$ cat src/core/port_logic_consts.vh
// Constants for the port logic clock, reset and synchronizer block
`ifndef PORT_LOGIC_CONSTS_VH
`define PORT_LOGIC_CONSTS_VH

// Register byte offsets
`define PL_CTRL_OFFSET       12'h000
`define PL_SYNC_OFFSET       12'h004
`define PL_STATUS_OFFSET     12'h008
`define PL_ADDR_W            12

// Control register layout
`define PL_CTRL_ENABLE_BIT   31
`define PL_CTRL_SEL_HI       12
`define PL_CTRL_SEL_LO       8
`define PL_CTRL_RESET        32'h00001400

// Synchronizer control layout
`define PL_SYNC_IO_LO        0
`define PL_SYNC_CHIP_LO      8
`define PL_SYNC_RESET        32'h00000000

// Clock source codes
`define PL_SEL_IO_LAST       5'h07
`define PL_SEL_CHIP_LAST     5'h0f
`define PL_SEL_PERI_ACT      5'h10
`define PL_SEL_PERI_DPSLP    5'h11
`define PL_SEL_LOW_FREQ      5'h13
`define PL_SEL_SYS_CLK       5'h1f

// Power modes
`define PL_MODE_ACTIVE       2'h0
`define PL_MODE_SLEEP        2'h1
`define PL_MODE_DEEP_SLEEP   2'h2

// Start-up hold in block clock cycles
`define PL_STARTUP_CYCLES    2'h2
`define PL_STARTUP_SYS_CYC   2'h3

`endif

$ cat src/core/input_sync_stage.v
// Two-stage synchronizer with bypass, advanced on block clock ticks
`timescale 1ns/1ps
`default_nettype none

module input_sync_stage (
   input  wire sys_clk_i,
   input  wire rst_b_i,
   input  wire tick_i,
   input  wire clear_i,
   input  wire sync_en_i,
   input  wire bypass_i,
   input  wire data_i,
   output reg  data_o
);

   reg first_stage;
   reg second_stage;

   // First stage feeds only the second stage
   always @(posedge sys_clk_i or negedge rst_b_i) begin
      if (!rst_b_i) begin
         first_stage  <= 1'b0;
         second_stage <= 1'b0;
      end else if (clear_i) begin
         first_stage  <= 1'b0;
         second_stage <= 1'b0;
      end else if (tick_i) begin
         first_stage  <= data_i;
         second_stage <= first_stage;
      end
   end

   // Cleared enable or start-up bypass passes the raw input
   always @(posedge sys_clk_i or negedge rst_b_i) begin
      if (!rst_b_i)
         data_o <= 1'b0;
      else if (sync_en_i && !bypass_i)
         data_o <= second_stage;
      else
         data_o <= data_i;
   end

endmodule // input_sync_stage

`default_nettype wire

$ cat src/core/port_logic_clock_reset_sync.v
// Clock and reset selection with input synchronizers for the port logic fabric
//
// Overview of operation
// - One selected clock and one selected reset feed all fabric parts.
// - Control bits 12 to 8 choose the fabric clock and reset pair.
// - Selected clock runs synchronizers and fabric; selected reset clears fabric asynchronously.
// - Codes 0-7 clock from pin i, 8-15 from mux output i; reset inactive.
// - Code 16 uses peripheral clock; reset asserted outside Active mode.
// - Code 17 uses peripheral clock, reset from the Deep-Sleep reset input; clock stops in Deep-Sleep.
// - Code 19 uses 40 kHz clock, running in every power mode.
// - Codes 20-30 give constant-low clock; software picks them while disabled.
// - Code 31 uses system clock; fully working three cycles after enable.
// - Enabled passes clock and reset; disabled gates clock, holds reset.
// - Reset held and bypass active for first two block cycles after enabling, three for code 31.
// - Each pin and mux input optionally passes a two-flop block-clock synchronizer.
// - Per-pin port-side and chip-side enable bits select synchronized or bypass.
// - Peripheral clock exists only in Active and Sleep modes.
`timescale 1ns/1ps
`default_nettype none
`include "port_logic_consts.vh"

module port_logic_clock_reset_sync #(
   parameter WIDTH = 8
) (
   input  wire                 sys_clk_i,
   input  wire                 rst_b_i,
   // APB slave
   input  wire                 psel_i,
   input  wire                 penable_i,
   input  wire                 pwrite_i,
   input  wire [11:0]          paddr_i,
   input  wire [31:0]          pwdata_i,
   output reg  [31:0]          prdata_o,
   output reg                  pready_o,
   output reg                  pslverr_o,
   // Clock and reset sources
   input  wire                 periph_clk_i,
   input  wire                 low_freq_clock_i,
   input  wire                 sys_act_rst_b_i,
   input  wire                 sys_dpslp_rst_b_i,
   input  wire                 low_freq_reset_low_i,
   input  wire [1:0]           power_mode_i,
   // Port and multiplexer inputs
   input  wire [WIDTH-1:0]     io_data_i,
   input  wire [WIDTH-1:0]     chip_data_i,
   // Fabric side
   output reg                  clk_block_o,
   output reg                  rst_block_b_o,
   output reg                  bypass_o,
   output wire [WIDTH-1:0]     io_data_o,
   output wire [WIDTH-1:0]     chip_data_o
);

   reg  [31:0]           ctrl_reg;
   reg  [31:0]           sync_reg;
   reg                   sel_level_q;
   reg                   sys_phase;
   reg  [1:0]            startup_cnt;
   reg                   enable_q;
   reg                   sel_level;
   reg                   sel_reset_b;
   reg                   next_clk_level;
   reg  [31:0]           read_value;
   reg                   addr_ok;
   wire [4:0]            clock_sel;
   wire                  enable;
   wire                  tick;
   wire                  sys_sel;
   wire                  periph_live;
   wire [1:0]            startup_need;
   wire                  startup_done;
   wire                  apb_setup;
   wire                  apb_write;
   wire                  enable_rise;

   assign clock_sel = ctrl_reg[`PL_CTRL_SEL_HI:`PL_CTRL_SEL_LO];
   assign enable    = ctrl_reg[`PL_CTRL_ENABLE_BIT];
   assign sys_sel   = (clock_sel == `PL_SEL_SYS_CLK);

   // Peripheral divider output is dead in Deep-Sleep
   assign periph_live = periph_clk_i &&
                        (power_mode_i == `PL_MODE_ACTIVE ||
                         power_mode_i == `PL_MODE_SLEEP);

   // Source selection: level of the chosen clock and its paired reset
   always @* begin
      sel_level   = 1'b0;
      sel_reset_b = 1'b1;
      if (clock_sel <= `PL_SEL_IO_LAST) begin
         sel_level   = io_data_i[clock_sel[2:0]];
         sel_reset_b = 1'b1;
      end else if (clock_sel <= `PL_SEL_CHIP_LAST) begin
         sel_level   = chip_data_i[clock_sel[2:0]];
         sel_reset_b = 1'b1;
      end else begin
         case (clock_sel)
            `PL_SEL_PERI_ACT: begin
               sel_level   = periph_live;
               sel_reset_b = sys_act_rst_b_i &&
                             (power_mode_i == `PL_MODE_ACTIVE);
            end
            `PL_SEL_PERI_DPSLP: begin
               sel_level   = periph_live;
               sel_reset_b = sys_dpslp_rst_b_i;
            end
            `PL_SEL_LOW_FREQ: begin
               sel_level   = low_freq_clock_i;
               sel_reset_b = low_freq_reset_low_i;
            end
            `PL_SEL_SYS_CLK: begin
               sel_level   = 1'b0;
               sel_reset_b = 1'b1;
            end
            default: begin
               // Code 18 and codes 20 to 30 deliver no edges
               sel_level   = 1'b0;
               sel_reset_b = 1'b1;
            end
         endcase
      end
   end

   // Block clock tick: rising edge of the chosen source, or every cycle for
   // the system clock; gated off while disabled
   assign tick = enable && (sys_sel || (sel_level && !sel_level_q));

   always @(posedge sys_clk_i or negedge rst_b_i) begin
      if (!rst_b_i) begin
         sel_level_q <= 1'b0;
         sys_phase   <= 1'b0;
         enable_q    <= 1'b0;
      end else begin
         sel_level_q <= sel_level;
         sys_phase   <= sys_sel ? ~sys_phase : 1'b0;
         enable_q    <= enable;
      end
   end

   // Clock seen by the fabric; the system clock choice is shown as a
   // half-rate square wave because the output is registered
   always @* begin
      if (!enable)
         next_clk_level = 1'b0;
      else if (sys_sel)
         next_clk_level = ~sys_phase;
      else
         next_clk_level = sel_level;
   end

   // Start-up hold counts block clock ticks after the enable
   assign enable_rise  = enable && !enable_q;
   assign startup_need = sys_sel ? `PL_STARTUP_SYS_CYC : `PL_STARTUP_CYCLES;
   assign startup_done = (startup_cnt >= startup_need);

   always @(posedge sys_clk_i or negedge rst_b_i) begin
      if (!rst_b_i)
         startup_cnt <= 2'h0;
      else if (!enable || enable_rise)
         startup_cnt <= 2'h0;
      else if (tick && !startup_done)
         startup_cnt <= startup_cnt + 2'h1;
   end

   // Fabric clock, reset and bypass, all registered
   always @(posedge sys_clk_i or negedge rst_b_i) begin
      if (!rst_b_i) begin
         clk_block_o   <= 1'b0;
         rst_block_b_o <= 1'b0;
         bypass_o      <= 1'b1;
      end else begin
         clk_block_o   <= next_clk_level;
         // Disabled or still starting: reset held, fabric state at zero
         rst_block_b_o <= enable && startup_done && sel_reset_b;
         bypass_o      <= !(enable && startup_done);
      end
   end

   // Per-pin synchronizers, stepped by the block clock tick. The fabric
   // boundary stays asynchronous to other logic, so consumers of these
   // outputs must resynchronize them.
   genvar g;
   generate
      for (g = 0; g < WIDTH; g = g + 1) begin : g_sync
         input_sync_stage u_io_sync (
            .sys_clk_i (sys_clk_i),
            .rst_b_i   (rst_b_i),
            .tick_i    (tick),
            .clear_i   (!enable),
            .sync_en_i (sync_reg[`PL_SYNC_IO_LO + g]),
            .bypass_i  (bypass_o),
            .data_i    (io_data_i[g]),
            .data_o    (io_data_o[g])
         );
         input_sync_stage u_chip_sync (
            .sys_clk_i (sys_clk_i),
            .rst_b_i   (rst_b_i),
            .tick_i    (tick),
            .clear_i   (!enable),
            .sync_en_i (sync_reg[`PL_SYNC_CHIP_LO + g]),
            .bypass_i  (bypass_o),
            .data_i    (chip_data_i[g]),
            .data_o    (chip_data_o[g])
         );
      end
   endgenerate

   // APB slave: answer registered in the setup cycle, so pready rises in
   // the first access cycle and every transfer takes exactly two cycles
   assign apb_setup = psel_i && !penable_i;
   assign apb_write = psel_i && penable_i && pready_o && pwrite_i && !pslverr_o;

   always @* begin
      addr_ok    = 1'b1;
      read_value = 32'h00000000;
      case (paddr_i)
         `PL_CTRL_OFFSET:
            read_value = ctrl_reg;
         `PL_SYNC_OFFSET:
            read_value = sync_reg;
         `PL_STATUS_OFFSET:
            read_value = {26'h0000000, startup_cnt, bypass_o,
                          rst_block_b_o, clk_block_o, enable};
         default:
            addr_ok = 1'b0;
      endcase
   end

   always @(posedge sys_clk_i or negedge rst_b_i) begin
      if (!rst_b_i) begin
         pready_o  <= 1'b0;
         pslverr_o <= 1'b0;
         prdata_o  <= 32'h00000000;
      end else if (apb_setup) begin
         pready_o  <= 1'b1;
         pslverr_o <= !addr_ok;
         prdata_o  <= (pwrite_i || !addr_ok) ? 32'h00000000 : read_value;
      end else begin
         pready_o  <= 1'b0;
         pslverr_o <= 1'b0;
         prdata_o  <= 32'h00000000;
      end
   end

   // Control writes keep only the enable bit and the select field (sync writes keep bits 15 to 0); a select
   // change while enabled may glitch the fabric clock, so software should
   // disable first and park on a constant-low code
   always @(posedge sys_clk_i or negedge rst_b_i) begin
      if (!rst_b_i) begin
         ctrl_reg <= `PL_CTRL_RESET;
         sync_reg <= `PL_SYNC_RESET;
      end else if (apb_write) begin
         case (paddr_i)
            `PL_CTRL_OFFSET: begin
               ctrl_reg <= 32'h00000000;
               ctrl_reg[`PL_CTRL_ENABLE_BIT] <= pwdata_i[`PL_CTRL_ENABLE_BIT];
               ctrl_reg[`PL_CTRL_SEL_HI:`PL_CTRL_SEL_LO] <=
                  pwdata_i[`PL_CTRL_SEL_HI:`PL_CTRL_SEL_LO];
            end
            `PL_SYNC_OFFSET:
               sync_reg <= {16'h0000, pwdata_i[15:0]};
            default: begin
               ctrl_reg <= ctrl_reg;
               sync_reg <= sync_reg;
            end
         endcase
      end
   end

endmodule // port_logic_clock_reset_sync

`default_nettype wire

$ cat config.mk
export PLATFORM = sky130hd
export DESIGN_NAME = port_logic_clock_reset_sync
export DESIGN_NICKNAME = d
export VERILOG_FILES = /design/src/core/input_sync_stage.v /design/src/core/port_logic_clock_reset_sync.v
export VERILOG_INCLUDE_DIRS = /design/src /design/src/core
export SDC_FILE = /design/constraint.sdc
export NUM_CORES = 1
export LEC_CHECK = 0
export BUFFER_PORTS_ARGS = -buffer_cell sky130_fd_sc_hd__buf_2
export CORE_MARGIN = 2
export CORE_UTILIZATION = 52
export DETAILED_ROUTE_END_ITERATION = 10
export GPL_ROUTABILITY_DRIVEN = 1
export GPL_TIMING_DRIVEN = 1
export PLACE_DENSITY = 0.8
export REMOVE_ABC_BUFFERS = 1
export SYNTH_ARGS = -nofsm -noshare
export SYNTH_HDL_FRONTEND = slang
export SYNTH_SLANG_ARGS = --single-unit
$ cat constraint.sdc
create_clock -name sys_clk_i -period 2.7 [get_ports sys_clk_i]
set_input_delay 0.54 -clock sys_clk_i [delete_from_list [all_inputs] [get_ports sys_clk_i]]
set_output_delay 0.54 -clock sys_clk_i [all_outputs]
set_load 0.05 [all_outputs]
# After elaboration in Yosys (flattened, before gate mapping)

Cells that the tools add are included.

Register bits after elaboration: 112
Logic and storage cells: 225
Output and inout bits: 53

Magnitude comparators: 4
Equality and inequality tests: 8
Add/subtract/negate cells: 1
Reduce and logical (&&, ||, !) cells: 49
Bitwise logic cells: 1
Muxes and demuxes: 102

Operators by type and width:

| operator                                                                | count |
|---|---|
| 32-bit case mux with 3 select lines                                     | 1 |
| 1-bit 2-to-1 mux                                                        | 93 |
| 32-bit 2-to-1 mux                                                       | 2 |
| 1-bit logical AND                                                       | 29 |
| 5-bit == test, second input constant                                    | 4 |
| 12-bit by 3-bit == test with 1-bit output, second input constant        | 1 |
| 12-bit by 4-bit == test with 1-bit output, second input constant        | 1 |
| 12-bit logical NOT                                                      | 1 |
| 1-bit logical NOT                                                       | 9 |
| 1-bit binary-select mux with 3-bit select                               | 2 |
| 5-bit by 3-bit <= comparator with 1-bit output, second input constant   | 1 |
| 5-bit by 4-bit <= comparator with 1-bit output, second input constant   | 1 |
| 1-bit logical OR                                                        | 4 |
| 3-bit by 4-bit < comparator with 1-bit output, second input constant    | 1 |
| 2-bit 2-to-1 mux                                                        | 2 |
| 2-bit AND reduction                                                     | 2 |
| 1-bit case mux with 3 select lines                                      | 1 |
| 3-bit OR reduction                                                      | 1 |
| 2-bit by 1-bit adder with 2-bit output, second input constant           | 1 |
| 2-bit by 1-bit == test with 1-bit output, second input constant         | 1 |
| 2-bit greater-or-equal comparator                                       | 1 |
| 2-bit logical NOT                                                       | 1 |
| 2-bit by 1-bit inequality test with 1-bit output, second input constant | 1 |
| 1-bit case mux with 2 select lines                                      | 1 |
| 3 further kinds                                                         | 3 |

# Depth between registers and ports, before layout

Gate-level depths: netlist of run 1.

Depth after elaboration: 12
Mapped depth: 10
Gate-level depth less buffers: 8

# Modules after synthesis

Synthesis of run 1 repeated with hierarchy kept, for this count alone.

Cells, all modules: 335
Area, all modules: 4,306.6 µm²

Modules (own cells, without submodules):

| module                      | times used | cells each | area each (µm²) | seq. area each (µm²) |
|---|---|---|---|---|
| port_logic_clock_reset_sync | 1          | 191        | 2,324.7         | 1,229.9 |
| input_sync_stage            | 16         | 9          | 123.9           | 75.1 |

# Least setup slack after synthesis of run 1

OpenSTA, ideal clock, no wires.

Path kind: input port to flip-flop
Start point: in paddr_i[7]
End point: reg ctrl_reg[11]
Slack: 0.547 ns
Library setup time: 0.125 ns
Stages: 6
Path buffers: 1
Arrival: 2.029 ns
Required time: 2.575 ns
Cell sequence: nor4_1 -> nand3_1 -> nor3_1 -> and2_1 -> buf_2 -> mux2_2

Cells in the longest elaborated chain, start to end: 2

Ends and longest elaborated chain:

| what                                 | RTL line                          | source |
|---|---|---|
| start: declaration                   | port_logic_clock_reset_sync.v:31  | `input wire [11:0] paddr_i,` |
| 12-bit logical NOT                   | port_logic_clock_reset_sync.v:252 | `case (paddr_i)` |
| 2-bit AND reduction (no source line) | -                                 |  |
| end signal: assignment               | port_logic_clock_reset_sync.v:249 | `` ctrl_reg <= `PL_CTRL_RESET; `` |
| end signal: indexed assignment       | port_logic_clock_reset_sync.v:255 | `` ctrl_reg[`PL_CTRL_ENABLE_BIT] <= pwdata_i[`PL_CTRL_ENABLE_BIT]; `` |
| end signal: indexed assignment       | port_logic_clock_reset_sync.v:256 | `` ctrl_reg[`PL_CTRL_SEL_HI:`PL_CTRL_SEL_LO] <= `` |
| end: declaration                     | port_logic_clock_reset_sync.v:54  | `reg [31:0] ctrl_reg;` |

No other way between the ends.
A chain may end at the register's enable or synchronous reset.

# Final worst setup path of run 1

Start point: reg ctrl_reg[8]
End point: reg g_sync[7].u_chip_sync.first_stage

Cells in the longest elaborated chain, start to end: 9

Ends and longest elaborated chain:

| what                                                                  | RTL line                          | source |
|---|---|---|
| 5-bit == test                                                         | port_logic_clock_reset_sync.v:96  | `case (clock_sel)` |
| 2-bit OR reduction (no source line)                                   | -                                 |  |
| 1-bit case mux with 2 select lines                                    | port_logic_clock_reset_sync.v:96  |  |
| 1-bit 2-to-1 mux                                                      | port_logic_clock_reset_sync.v:92  | `` end else if (clock_sel <= `PL_SEL_CHIP_LAST) begin `` |
| 1-bit 2-to-1 mux                                                      | port_logic_clock_reset_sync.v:89  | `` if (clock_sel <= `PL_SEL_IO_LAST) begin `` |
| 1-bit logical AND                                                     | port_logic_clock_reset_sync.v:125 | `assign tick = enable && (sys_sel \|\| (sel_level && !sel_level_q));` |
| 1-bit logical OR (*)                                                  | port_logic_clock_reset_sync.v:125 |  |
| 1-bit logical AND (*)                                                 | port_logic_clock_reset_sync.v:125 |  |
| 2-bit by 1-bit inequality test with 1-bit output (no source line) (*) | -                                 |  |
| end signal: assignment                                                | input_sync_stage.v:28             | `first_stage <= data_i;` |
| end: declaration                                                      | input_sync_stage.v:16             | `reg first_stage;` |

Every way passes the cells marked *; elsewhere a longest branch is shown, timed or not. The select of a mux whose other input is x is not followed.

==> results of run 1 <==
cell families after synthesis:
family	count (synthesis)	synth area share, %
other	1	0.08443
buffers and inverters	51	7.915
AND/OR/NAND/NOR	117	12.51
flip-flops	97	54.73
multiplexers	82	20.11
adder cells (fa/ha/maj)	1	0.2816
AO/OA/AOI/OAI	23	4.366
critical path, cell delays in order, from the launching register on:
cell and delay [ns]:
dfrtp_1 0.80, mux2i_1 0.22, mux4_2 0.53, a22oi_4 0.25
a31oi_4 0.11, buf_4 0.25, mux2i_1 0.16
metal layers:
metal,GRT usage (%),vias up
li1,-,1393
met1,28.85,1504
met2,37.15,119
met3,4.189,13
met4,8.099,0
met5,0,-
report_power, final:
part           leakage (µW)  switching, µW  internal (µW)
clock network     0.0000774            474            334
logic               0.00115            179           71.8
registers           0.00130           4.71           1470
cell type report:
| type | instances | area, µm² |
|---|---|---|
| fillers | 697 | 3248 |
| well taps | 105 | 131.4 |
| multi-input cells | 238 | 1712 |
| inverters | 3 | 11.26 |
| clock buffers | 13 | 138.9 |
| clock inverters | 3 | 17.52 |
| repair buffers | 105 | 568.0 |
| flip-flops and latches | 97 | 2431 |
per-stage QoR:
| stage | area [µm²] | util, % | hold slack (ns) |
|---|---|---|---|
| floorplan | 4154 | - | 0.2444 |
| finish | 5010 | 60.67 | 0.1802 |
| global placement | 4853 | 58.77 | 0.4144 |
| CTS | 5010 | 60.67 | 0.2041 |
| global route | 5010 | 60.67 | 0.2255 |
| detailed placement | 4853 | 58.77 | 0.4356 |
layout by cell type (no fill, tap or decap), types with 2 or more instances in the layout:
master / count
dfrtp_1: 94
buf_2: 93
nand2_1: 52
mux2i_1: 42
mux2_2: 38
nor2_1: 19
nor2b_1: 17
conb_1: 15
a22oi_1: 11
buf_4: 11
clkbuf_8: 9
and3_1: 8
nand3_1: 6
clkbuf_1: 4
inv_1: 3
and2_1: 3
dfstp_2: 3
nand2b_1: 2
nor4_1: 2
a21oi_1: 2
nor3_1: 2
a32oi_1: 2
mux4_2: 2
a31oi_1: 2
clkinv_2: 2
final timing paths:
path                                                           to  cells after the start  slack (ns)          from
worst min register to register                          sys_phase                      1        0.44     sys_phase
min in group sys_clk_i                               sync_reg[15]                      2        0.41  pwdata_i[15]
worst max register to register  g_sync[7].u_chip_sync.first_stage                      6        0.24   ctrl_reg[8]
worst min-delay path                 g_sync[6].u_chip_sync.data_o                      1        0.18       rst_b_i
worst max-delay path            g_sync[7].u_chip_sync.first_stage                      6        0.24   ctrl_reg[8]
max in group asynchronous                                bypass_o                      2        1.76       rst_b_i
==> impl_metrics.env, run 1 <==
export IMPL_clockBufferDepth=2
export IMPL_largest_register_ffs=17
export IMPL_wl_met2_um=4814
export IMPL_clkLatencyLatePin_ns=0.36
export IMPL_leakage_uw=0.002534
export IMPL_wl_per_cell_um=16.98
export IMPL_final_layout_size_suffix_gt1_share_pct=35.73
export IMPL_wl_met1_um=4038
export IMPL_yosys_top_cells_count="dfrtp_1 (94), nand2_1 (52), mux2i_1 (42)"
export IMPL_fin_nets=527
export IMPL_antenna_found_initial=0
export IMPL_maxCapViolations=0
export IMPL_drt_initial_drc_count=189
export IMPL_clockRootBuffer="clkbuf_8"
export IMPL_wl_um=9576
export IMPL_start_kind="flop"
export IMPL_power_density_mw_per_mm2=505.0
export IMPL_hpwl_um=6755
export IMPL_synth_edf_count=0
export IMPL_gp_congestion=0.7768
export IMPL_syn_area_mm2=0.004442
export IMPL_ir_drop_uv=234.4
export IMPL_max_clock_freq_mhz=406.1
export IMPL_post_cts_setup_buffers=0
export IMPL_cts_resized_gates=0
export IMPL_finalWorstSetupSlack_ns=0.2377
export IMPL_portBuffers=94
export IMPL_postCtsHoldBufs=0
export IMPL_antenna_cells=0
export IMPL_cts_tree="built"
export IMPL_yosysMostFrequentCell="dfrtp_1"
export IMPL_grt_first_pass_wirelength_um=15240
export IMPL_clkTransAtPathRegs_ns=0.09
export IMPL_topRoutingLayerUsed="met4"
export IMPL_ys_seq_area_share_pct=54.73
export IMPL_required_ns=2.93
export IMPL_cp_end_kind="flop"
export IMPL_grt_pass1_vias=3072
export IMPL_numCtsBuffers=9
export IMPL_core_area_mm2=0.008258
export IMPL_critPathMaxFanout=18
export IMPL_grt_setup_unrepaired="false"
export IMPL_io_pins=125
export IMPL_synth_warnings=0
export IMPL_p_total_uw=2530
export IMPL_worstMarginPinSlew_ns=0.6976
export IMPL_finalSetupViolations=0
export IMPL_synth_ff_type="dfrtp_1"
export IMPL_clock_skew_ns=0.01294
export IMPL_vias=3029
export IMPL_relSlewSlack_pct=53.50
export IMPL_cts_sinks=97
export IMPL_wl_met3_um=578
export IMPL_status="complete, no violations"
export IMPL_crit_type="reg2reg"
export IMPL_die_area_mm2=0.009297
export IMPL_via_per_inst=5.371
export IMPL_min_period_ns=2.462
export IMPL_worstPathArrival_ns=2.69
export IMPL_synth_area_leader_cell="dfrtp_1"
export IMPL_dr_pass1_iters=5
export IMPL_hold_class="in2async"
export IMPL_die_h_um=96.42
export IMPL_synthTopCellsByArea="dfrtp_1 (53%), mux2_2 (9.6%), mux2i_1 (9.5%), buf_4 (5.2%), nand2_1 (4.4%)"
export IMPL_grt_usage_pct=22.15
export IMPL_yosys_area_top_type_share_pct=52.96
export IMPL_antenna_left=0
export IMPL_drv_slew=0
export IMPL_grt_overflow=0
export IMPL_synth_seq_cells=97
export IMPL_hold_viol_final=0
export IMPL_synth_async_sr_flop_share_pct=100.0
export IMPL_grt_max_degree=50
export IMPL_start_util_pct=53.79
export IMPL_netlist_instances=372
export IMPL_avgSynthCellArea_um2=11.94
export IMPL_drc=0
export IMPL_rows=33
export IMPL_dp_slack_ns=0.3070
export IMPL_area_growth_pct=12.79
export IMPL_tns_ns=0
export IMPL_htree_levels=3
export IMPL_stdcell_count=564
export IMPL_die_w_um=96.42
export IMPL_synth_distinct_cells=38
export IMPL_period_share_pct=91.20
export IMPL_dpl_cell_count=548
Power figures use the tool's default switching activity.
==> inputs of run 2 (changes only) <==
--- a/config.mk
+++ b/config.mk
@@ -13,7 +13,7 @@
 export GPL_ROUTABILITY_DRIVEN = 1
 export GPL_TIMING_DRIVEN = 1
 export PLACE_DENSITY = 0.8
-export REMOVE_ABC_BUFFERS = 1
+export SKIP_LAST_GASP = 1
 export SYNTH_ARGS = -nofsm -noshare
 export SYNTH_HDL_FRONTEND = slang
 export SYNTH_SLANG_ARGS = --single-unit
==> impl_metrics.env, run 2 (synthesis results as in run 1) <==
export IMPL_status="complete, no violations"
export IMPL_die_w_um=96.42
export IMPL_rows=33
export IMPL_start_kind="flop"
export IMPL_min_period_ns=2.420
export IMPL_drv_slew=0
export IMPL_slowest_stage="dfrtp_1"
export IMPL_final_common_cell="dfrtp_1"
export IMPL_hpwl_um=6599
export IMPL_core_area_mm2=0.008258
export IMPL_worstMarginPinSlew_ns=0.7423
export IMPL_htree_levels=3
export IMPL_tns_ns=0
export IMPL_antenna_cells=0
export IMPL_cts_tree="built"
export IMPL_gp_congestion=0.8136
export IMPL_finalWorstSetupSlack_ns=0.2805
export IMPL_grt_max_degree=59
export IMPL_area_growth_pct=13.75
export IMPL_clkTransAtPathRegs_ns=0.09
export IMPL_die_h_um=96.42
export IMPL_die_area_mm2=0.009297
export IMPL_seq_area_mm2=0.002431
export IMPL_start_util_pct=53.79
export IMPL_max_clock_freq_mhz=413.3
export IMPL_drt_initial_drc_count=218
export IMPL_holdWs_ns=0.2269
export IMPL_largest_register_ffs=17
export IMPL_post_cts_setup_buffers=0
export IMPL_grt_usage_pct=21.62
export IMPL_antenna_found_initial=0
export IMPL_io_pins=125
export IMPL_postCtsHoldBufs=0
export IMPL_critPathMaxStageDelay_ns=0.75
export IMPL_relSlewSlack_pct=50.51
export IMPL_required_ns=2.93
export IMPL_hold_viol_final=0
export IMPL_mostFrequentLayoutCells="dfrtp_1 (94), buf_2 (93), nand2_1 (52)"
export IMPL_hold_class="in2async"
export IMPL_clock_skew_ns=0.01544
export IMPL_dr_pass1_iters=4
export IMPL_drc=0
export IMPL_cts_sinks=97
export IMPL_leakage_uw=0.002556
export IMPL_dp_slack_ns=0.2912
export IMPL_grt_pass1_vias=2991
export IMPL_finalSetupViolations=0
export IMPL_critPathMaxFanout=20
export IMPL_vias=2964
export IMPL_multiInputGateArea_mm2=0.001712
export IMPL_wl_um=9258
export IMPL_clockRootBuffer="clkbuf_8"
export IMPL_cpMostUsedCell="mux2i_1"
export IMPL_cts_resized_gates=0
export IMPL_worstPathArrival_ns=2.65
export IMPL_power_density_mw_per_mm2=526.3
export IMPL_via_per_inst=5.246
export IMPL_nFillCells=677
export IMPL_final_layout_size_suffix_gt1_share_pct=36.09
export IMPL_maxCapViolations=0
export IMPL_grt_first_pass_wirelength_um=14950
export IMPL_clkLatencyLatePin_ns=0.37
export IMPL_cp_end_kind="flop"
export IMPL_wl_per_cell_um=16.39
export IMPL_fin_nets=528
export IMPL_portBuffers=94
export IMPL_grt_setup_unrepaired="false"
export IMPL_ir_drop_uv=382.9
export IMPL_antenna_left=0
export IMPL_grt_overflow=0
export IMPL_numCtsBuffers=9
export IMPL_cp_cell_sequence="mux2i_1 -> mux4_2 -> a22oi_4 -> a31oi_4 -> buf_4 -> mux2i_1"
export IMPL_period_share_pct=89.61
export IMPL_crit_type="reg2reg"
export IMPL_clockBufferDepth=2
-- run 2: cell types whose count changed in the layout (fill, tap and decap cells not counted), sizes merged --
cell and delta:
bufinv +1, clkinv -1, buf +1
-- run 2: per-stage QoR --
step	util [%]	cell area [µm²]	cells	total power, µW
3_5_place_dp	58.86	4861	549	1750
6_report	61.18	5052	565	2659
4_1_cts	61.18	5052	565	2677
3_3_place_gp	58.86	4861	549	1746
2_1_floorplan	-	4494	386	1681
5_1_grt	61.18	5052	565	2752
-- run 2: power breakdown --
group	switching, µW	internal (µW)
sequential	4.17	1470
clock	486	454
combinational	177	72.6
-- run 2: critical path, delay by kind of cell, from the launching register on --
kind | cells | cell delay [ns]
buffers and inverters | 1 | 0.25
muxes | 3 | 0.90
AOI/OAI and AO/OA | 2 | 0.38
DFF | 1 | 0.75
-- run 2: layout make-up --
class                           count  share of cell area [%]
Tap cell                          105                   2.600
Clock inverter                      3                  0.8420
Inverter                            3                  0.2229
Multi-Input combinational cell    238                   33.88
Clock buffer                       13                   2.947
Timing Repair Buffer              106                   11.39
Sequential cell                    97                   48.12
-- run 2: worst paths after layout --
check / start / end / slack (ns) / depth (start not counted)
setup / recovery: ctrl_reg[8] / g_sync[5].u_io_sync.first_stage / 0.28 / 6
hold / removal: rst_b_i / sync_reg[13] / 0.23 / 1
setup reg to reg: ctrl_reg[8] / g_sync[5].u_io_sync.first_stage / 0.28 / 6
hold reg to reg: sys_phase / sys_phase / 0.44 / 1
max in group asynchronous: rst_b_i / g_sync[3].u_io_sync.second_stage / 1.84 / 2
min in group sys_clk_i: pwdata_i[5] / sync_reg[5] / 0.39 / 2
-- run 2: layer usage --
metal | up-vias | track usage, % | part of all wire, %
li1 | 1390 | - | -
met1 | 1454 | 29.54 | 42
met2 | 113 | 33.39 | 48
met3 | 7 | 6.905 | 9.2
met4 | 0 | 6.338 | 0.82
met5 | - | 0 | 0
